$ cat src/design/nsd_pkg.sv
// Shared constants and types of the noise-shaped PWM converter
package nsd_pkg;
  // Register port geometry and register addresses
  localparam int ADDR_W = 2;
  localparam int DATA_W = 8;
  localparam logic [1:0] ADDR_IN_LOW = 2'h0;
  localparam logic [1:0] ADDR_IN_HIGH = 2'h1;
  localparam logic [1:0] ADDR_CFG_MAIN = 2'h2;
  localparam logic [1:0] ADDR_CFG_OUT = 2'h3;
  localparam logic [7:0] REG_RESET = 8'h00;
  localparam logic [15:0] CODE_RESET = 16'h0000;

  // Field positions in the main configuration register
  localparam int ORDER_HI_POS = 7;
  localparam int ORDER_LO_POS = 6;
  localparam int RES_HI_POS = 5;
  localparam int RES_LO_POS = 3;
  localparam int AMP_EN_POS = 2;
  localparam int DAC_EN_POS = 1;
  localparam int FIN_POS = 0;

  // Field positions in the output configuration register
  localparam int BW_POS = 1;
  localparam int INV_POS = 0;

  // Datapath sizes
  localparam int CODE_W = 16;
  localparam int PWM_W = 11;
  localparam int ERR_W = 20;
  localparam logic [3:0] MIN_WIDTH = 4'h4;

  typedef enum logic [1:0] {ORD_ZERO, ORD_FIRST, ORD_SECOND} nsd_order_e;

  // Decoded configuration handed to the datapath
  typedef struct packed {
    nsd_order_e order;
    logic [2:0] pulse_resolution_sel;
    logic amp_en;
    logic dac_en;
    logic fin_half;
    logic output_polarity_invert;
    logic amplifier_bandwidth_sel;
  } nsd_cfg_s;
endpackage

$ cat src/design/nsd_dac.sv
// Top of the noise-shaped PWM converter with its register port
`timescale 1ns/100ps
module nsd_dac
(
  input wire logic clk,
  input wire logic reset_n,
  input wire logic [nsd_pkg::ADDR_W-1:0] bus_addr,
  input wire logic [nsd_pkg::DATA_W-1:0] bus_wdata,
  input wire logic bus_write,
  input wire logic bus_read,
  output logic [nsd_pkg::DATA_W-1:0] bus_rdata,
  output logic pwm_out,
  output logic amp_enable,
  output logic amp_bandwidth
);
  import nsd_pkg::*;

  logic [DATA_W-1:0] in_low_reg, in_high_reg, cfg_main_reg, cfg_out_reg;
  logic [DATA_W-1:0] rdata_reg, rdata_next;
  logic [CODE_W-1:0] code_reg;
  logic phase_reg, tick;
  logic pwm_out_reg, amp_en_reg, amp_bw_reg;
  logic [3:0] mod_width;
  logic [4:0] plain_shift;
  logic [PWM_W-1:0] shaper_code, pwm_code, pwm_count, plain_code, pwm_top;
  logic period_end, pwm_active;
  nsd_cfg_s cfg;

  // Registered outputs
  assign bus_rdata = rdata_reg;
  assign pwm_out = pwm_out_reg;
  assign amp_enable = amp_en_reg;
  assign amp_bandwidth = amp_bw_reg;

  // Configuration decode
  always_comb
  begin
    if (cfg_main_reg[ORDER_HI_POS])
      cfg.order = ORD_SECOND;
    else if (cfg_main_reg[ORDER_LO_POS])
      cfg.order = ORD_FIRST;
    else
      cfg.order = ORD_ZERO;
    cfg.pulse_resolution_sel = cfg_main_reg[RES_HI_POS:RES_LO_POS];
    cfg.amp_en = cfg_main_reg[AMP_EN_POS];
    cfg.dac_en = cfg_main_reg[DAC_EN_POS];
    cfg.fin_half = cfg_main_reg[FIN_POS];
    cfg.output_polarity_invert = cfg_out_reg[INV_POS];
    cfg.amplifier_bandwidth_sel = cfg_out_reg[BW_POS];
  end

  assign mod_width = MIN_WIDTH + {1'b0, cfg.pulse_resolution_sel};
  // Unshaped code, used as reference for the sequence checks
  assign plain_shift = 5'(CODE_W) - {1'b0, mod_width};
  assign plain_code = PWM_W'(code_reg >> plain_shift);
  assign pwm_top = PWM_W'((12'h001 << mod_width) - 12'h001);

  // data byte registers cleared by reset
  always_ff @(posedge clk or negedge reset_n)
  begin
    if (!reset_n)
    begin
      in_low_reg <= REG_RESET;
      in_high_reg <= REG_RESET;
    end
    else if (bus_write && bus_addr == ADDR_IN_LOW)
      in_low_reg <= bus_wdata;
    else if (bus_write && bus_addr == ADDR_IN_HIGH)
      in_high_reg <= bus_wdata;
  end

  always_ff @(posedge clk or negedge reset_n)
  begin
    if (!reset_n)
    begin
      cfg_main_reg <= REG_RESET;
      cfg_out_reg <= REG_RESET;
    end
    else if (bus_write && bus_addr == ADDR_CFG_MAIN)
      cfg_main_reg <= bus_wdata;
    else if (bus_write && bus_addr == ADDR_CFG_OUT)
      cfg_out_reg <= bus_wdata;
  end

  // transfer both bytes on high write
  // Low byte alone never disturbs the running code, so no torn values
  always_ff @(posedge clk or negedge reset_n)
  begin
    if (!reset_n)
      code_reg <= CODE_RESET;
    else if (bus_write && bus_addr == ADDR_IN_HIGH)
      code_reg <= {bus_wdata, in_low_reg};
  end

  // Read mux, all four addresses mapped
  always_comb
  begin
    rdata_next = REG_RESET;
    if (bus_read)
    begin
      unique case (bus_addr)
        ADDR_IN_LOW: rdata_next = in_low_reg;
        ADDR_IN_HIGH: rdata_next = in_high_reg;
        ADDR_CFG_MAIN: rdata_next = cfg_main_reg;
        ADDR_CFG_OUT: rdata_next = cfg_out_reg;
      endcase
    end
  end

  // Read data valid only in the cycle after the strobe
  always_ff @(posedge clk or negedge reset_n)
  begin
    if (!reset_n)
      rdata_reg <= REG_RESET;
    else
      rdata_reg <= rdata_next;
  end

  always_ff @(posedge clk or negedge reset_n)
  begin
    if (!reset_n)
      phase_reg <= 1'b0;
    else if (cfg.fin_half)
      phase_reg <= ~phase_reg;
    else
      phase_reg <= 1'b0;
  end

  // every edge at full rate, every second at half
  assign tick = !cfg.fin_half || phase_reg;

  nsd_shaper u_shaper
  (
    .clk(clk),
    .reset_n(reset_n),
    .step(period_end),
    .clear(!cfg.dac_en),
    .order(cfg.order),
    .width(mod_width),
    .in_code(code_reg),
    .out_code(shaper_code)
  );

  nsd_pwm u_pwm
  (
    .clk(clk),
    .reset_n(reset_n),
    .tick(tick),
    .run(cfg.dac_en),
    .width(mod_width),
    .next_code(shaper_code),
    .code(pwm_code),
    .count(pwm_count),
    .period_end(period_end),
    .active(pwm_active)
  );

  // polarity applied at the pin flop
  // disabled output rests at inactive level
  always_ff @(posedge clk or negedge reset_n)
  begin
    if (!reset_n)
      pwm_out_reg <= 1'b0;
    else if (cfg.dac_en)
      pwm_out_reg <= pwm_active ^ cfg.output_polarity_invert;
    else
      pwm_out_reg <= cfg.output_polarity_invert;
  end

  // amplifier controls registered to the pins
  always_ff @(posedge clk or negedge reset_n)
  begin
    if (!reset_n)
    begin
      amp_en_reg <= 1'b0;
      amp_bw_reg <= 1'b0;
    end
    else
    begin
      amp_en_reg <= cfg.amp_en;
      amp_bw_reg <= cfg.amplifier_bandwidth_sel;
    end
  end
endmodule

$ cat src/design/nsd_shaper.sv
// Noise shaper of order zero, one or two with error feedback
`timescale 1ns/100ps
module nsd_shaper
(
  input wire logic clk,
  input wire logic reset_n,
  input wire logic step,
  input wire logic clear,
  input wire nsd_pkg::nsd_order_e order,
  input wire logic [3:0] width,
  input wire logic [nsd_pkg::CODE_W-1:0] in_code,
  output logic [nsd_pkg::PWM_W-1:0] out_code
);
  import nsd_pkg::*;

  logic [4:0] shift;
  logic signed [ERR_W-1:0] e1_reg, e2_reg, e1_next, e2_next;
  logic signed [ERR_W-1:0] acc, quant, qmax, resid, rmax;
  logic sat;

  // Quantise input plus weighted past errors to m bits
  always_comb
  begin
    shift = 5'(CODE_W) - {1'b0, width};
    qmax = (20'sd1 <<< width) - 20'sd1;
    rmax = (20'sd1 <<< shift) - 20'sd1;
    unique case (order)
      ORD_ZERO: acc = signed'({4'h0, in_code});
      ORD_FIRST: acc = signed'({4'h0, in_code}) + e1_reg;
      ORD_SECOND: acc = signed'({4'h0, in_code}) + (e1_reg <<< 1) - e2_reg;
      // Unused order code behaves as no shaping
      default: acc = signed'({4'h0, in_code});
    endcase
    quant = acc >>> shift;
    sat = 1'b0;
    if (quant > qmax)
    begin
      quant = qmax;
      sat = 1'b1;
    end
    else if (quant < 20'sd0)
    begin
      quant = 20'sd0;
      sat = 1'b1;
    end
    resid = acc - (quant <<< shift);
    // Saturated residue is bounded, else the loop would wind up
    if (sat && resid > rmax)
      resid = rmax;
    else if (sat && resid < 20'sd0)
      resid = 20'sd0;
    e1_next = resid;
    e2_next = sat ? resid : e1_reg;
  end

  assign out_code = quant[PWM_W-1:0];

  // error memory advances once per code
  always_ff @(posedge clk or negedge reset_n)
  begin
    if (!reset_n)
    begin
      e1_reg <= 20'sd0;
      e2_reg <= 20'sd0;
    end
    else if (clear || order == ORD_ZERO)
    begin
      e1_reg <= 20'sd0;
      e2_reg <= 20'sd0;
    end
    else if (step)
    begin
      e1_reg <= e1_next;
      e2_reg <= e2_next;
    end
  end
endmodule

$ cat src/design/nsd_pwm.sv
// PWM counter that emits one pulse per shaper code
`timescale 1ns/100ps
module nsd_pwm
(
  input wire logic clk,
  input wire logic reset_n,
  input wire logic tick,
  input wire logic run,
  input wire logic [3:0] width,
  input wire logic [nsd_pkg::PWM_W-1:0] next_code,
  output logic [nsd_pkg::PWM_W-1:0] code,
  output logic [nsd_pkg::PWM_W-1:0] count,
  output logic period_end,
  output logic active
);
  import nsd_pkg::*;

  logic [PWM_W-1:0] count_reg, code_reg, top;
  logic last;

  assign top = PWM_W'((12'h001 << width) - 12'h001);
  // A width cut mid-period ends the period at once
  assign last = count_reg >= top;
  assign period_end = run && tick && last;
  assign active = run && (count_reg < code_reg);
  assign code = code_reg;
  assign count = count_reg;

  always_ff @(posedge clk or negedge reset_n)
  begin
    if (!reset_n)
      count_reg <= '0;
    else if (!run)
      count_reg <= top;
    else if (tick)
      count_reg <= last ? '0 : count_reg + 11'h001;
  end

  // new code taken at each period start
  always_ff @(posedge clk or negedge reset_n)
  begin
    if (!reset_n)
      code_reg <= '0;
    else if (!run)
      code_reg <= '0;
    else if (period_end)
      code_reg <= next_code;
  end
endmodule

$ cat config.mk
export PLATFORM = sky130hd
export DESIGN_NAME = nsd_dac
export DESIGN_NICKNAME = d
export VERILOG_FILES = /design/src/design/nsd_pkg.sv /design/src/design/nsd_dac.sv /design/src/design/nsd_shaper.sv /design/src/design/nsd_pwm.sv
export SDC_FILE = /design/constraint.sdc
export NUM_CORES = 1
export LEC_CHECK = 0
export BUFFER_PORTS_ARGS = -buffer_cell sky130_fd_sc_hd__buf_4
export CAP_MARGIN = 20
export CORE_ASPECT_RATIO = 0.8
export CORE_MARGIN = 5
export CORE_UTILIZATION = 45
export DETAILED_ROUTE_END_ITERATION = 8
export SYNTH_ARGS = -nofsm -noshare
export SYNTH_HDL_FRONTEND = slang
export SYNTH_SLANG_ARGS = --single-unit
export TNS_END_PERCENT = 5
$ cat constraint.sdc
create_clock -name clk -period 12.4 [get_ports clk]
set_input_delay 1.86 -clock clk [delete_from_list [all_inputs] [get_ports clk]]
set_output_delay 1.86 -clock clk [all_outputs]
set_load 0.1 [all_outputs]
==> reports/results.ini <==
[run_status]
status=finished clean

[synth]
synth_compound_area_frac=0.284
post-synth-top-count-cell=nand2_1
netlist_instances=1707
muxShareOfSynthArea=0.0800
ys_seq_area_frac=0.221
synth_adder_area_share=0.144
yosys.area_share.simple=0.193
syn_area_um2=13800
synth_xor_area_frac=0.0221
synth_top_cell_area_share=0.221
synth_edf_count=0
synth_area_leader_cell=dfrtp_1
synth.distinct_cells=96
synth_top_cells_by_count=nand2_1 (202), ha_1 (130), o21ai_0 (126)
ys.flop_type=dfrtp_1
synthTopCellsByArea=dfrtp_1 (22%), ha_1 (12%), nand2_1 (5.5%)
ys_warn_count=0
ys_ff_latch=122
syn-mean-instance-area_um2=8.10
async_reset_ff_frac=1.00
synth_top_family_by_area=compound AO/OA/AOI/OAI gates

[floorplanning]
die_area_um2=34300
fp.dieW_um=206
core_um2=30300
die_h_um=167
core.rowCount=57
initial_core_util=0.456
ioPinCount=25

[sta]
hold_violations=0
slew_viol_final=0
min_period_ns=11.93
tightest_slew_ns=0.979
fin_skew_ns=0.0193
slew_headroom=0.347
post-route-period-util=0.962
finalSetupViolCount=0
finalSetupTns_ns=0
max_freq_mhz=83.8
hold_ws_ns=0.399

[place]
placed_cell_area_um2=15300
hpwl_mm=44.5
io_buffers=24
gp_congestion=1.02
place_inst=2198

[global_routing]
grt_usage=0.322
grt_overflow_total=0
grt_antenna_before_repair=1
grt_start_max_net_pins=78
grt_pass1_vias=13500
grt_pass1_wl_mm=85.1

[layout]
fin_cells=2253
nets=1988
drive_gt1_frac=0.204
final_area_um2=16400
num-fill-cells=2853
area_growth_pct=18.8
regArea_um2=3060
multi_input_area_um2=10400

[setup_path]
cp_max_fo=31
cp_common_cell=buf_4
required_ns=12.70
critPathLaunchType=flip-flop
slowest_delay_ns=0.66
arrival_ns=12.22
endpoint_kind=flip-flop
crit_type=reg -> reg
slowest_stage=fa_2

[detailed_routing]
routedWlPerCell_um=25.0
post-route-drc-count=0
first_pass_iters=7
ant_nets=0
via_count=14500
totalWireLength_mm=56.4
via_per_inst=6.44
drt_iter0_drc=1884

[clock_network]
cts-root-buf=clkbuf_16
cts_buffers=17
cts_max_path_buffers=2
clk_latency_ns=0.43
cts_tree=done
path_clk_slew_ns=0.07
cts-htree-levels=4
clock-sinks=122

[hold_path]
hold_class=reg -> reg

[flow_run]
maxCapViolCount=0

[path summary, 6_finish.rpt]
path | start | to | slack, ns | depth (start not counted)
setup / recovery | code_reg[12] | u_shaper.e1_reg[13] | 0.47 | 50
min in group asynchronous | reset_n | u_pwm.code[4] | 1.38 | 1
max in group asynchronous | reset_n | code_reg[1] | 9.95 | 3
setup reg to reg | code_reg[12] | u_shaper.e1_reg[13] | 0.47 | 50
hold reg to reg | cfg_main_reg[2] | amp_enable | 0.40 | 0
hold / removal | cfg_main_reg[2] | amp_enable | 0.40 | 0
[worst max-delay path, delay by kind of cell (launching register included)]
| kind | cells | cell delay, ns |
|---|---|---|
| AOI/OAI and AO/OA | 16 | 3.42 |
| and+or+nand+nor | 13 | 2.91 |
| adders and majority gates | 5 | 1.87 |
| buffers and inverters | 9 | 1.53 |
| muxes | 6 | 1.43 |
| DFF | 1 | 0.48 |
| xor gates and xnor gates | 1 | 0.12 |
[cell type report]
type                            instances  area share
Sequential cell                       122       0.186
Tap cell                              413      0.0315
Multi-Input combinational cell       1393       0.634
Inverter                              108      0.0247
Clock inverter                         15     0.00960
Antenna cell                            1    0.000152
Clock buffer                           17      0.0259
Timing Repair Buffer                  184      0.0878
[placed cells by master, fill, tap and decap left out, drive strengths merged, types with 21 or more instances in the layout]
master  count
o31ai      21
nand4      27
nor2      102
nand2b     22
and2       21
mux2       33
ha        130
a21oi     125
a211oi     30
inv       114
o21ai     133
nand3      42
buf       184
dfrtp     122
mux2i      37
nand2     202
nor3       42
a21o       36
[stage by stage]
| stage | worst slack [ns] | util |
|---|---|---|
| 3_3_place_gp | 0.0476 | 0.504 |
| 3_5_place_dp | -0.0185 | 0.504 |
| 4_1_cts | 0.0618 | 0.524 |
| 2_1_floorplan | 0.576 | - |
| 6_report | 0.471 | 0.542 |
| 5_1_grt | -0.0230 | 0.542 |
[kinds of logic after synthesis]
logic type / count (synthesis)
AO/OA/AOI/OAI: 564
buffers and inverters: 200
adder cells (fa/ha/maj): 148
AND/OR/NAND/NOR: 551
XOR/XNOR: 34
other: 2
multiplexers: 86
flip-flops: 122
[what timing repair did]
action	CTS	global route
pin swaps	0	28
setup buffers	0	20
endpoints found under the setup margin	21	38
gates resized for setup	2	80
hold buffers	0	0
[layer usage]
layer	vias up	GRT usage	wire (um)
li1	6602	-	-
met1	7027	0.494	25500
met2	806	0.443	22800
met3	76	0.0955	6980
met4	2	0.0717	1110
met5	-	0	13
Power is not shown: default switching activity piles up to over one toggle a cycle in this logic, so the estimate is an artifact.
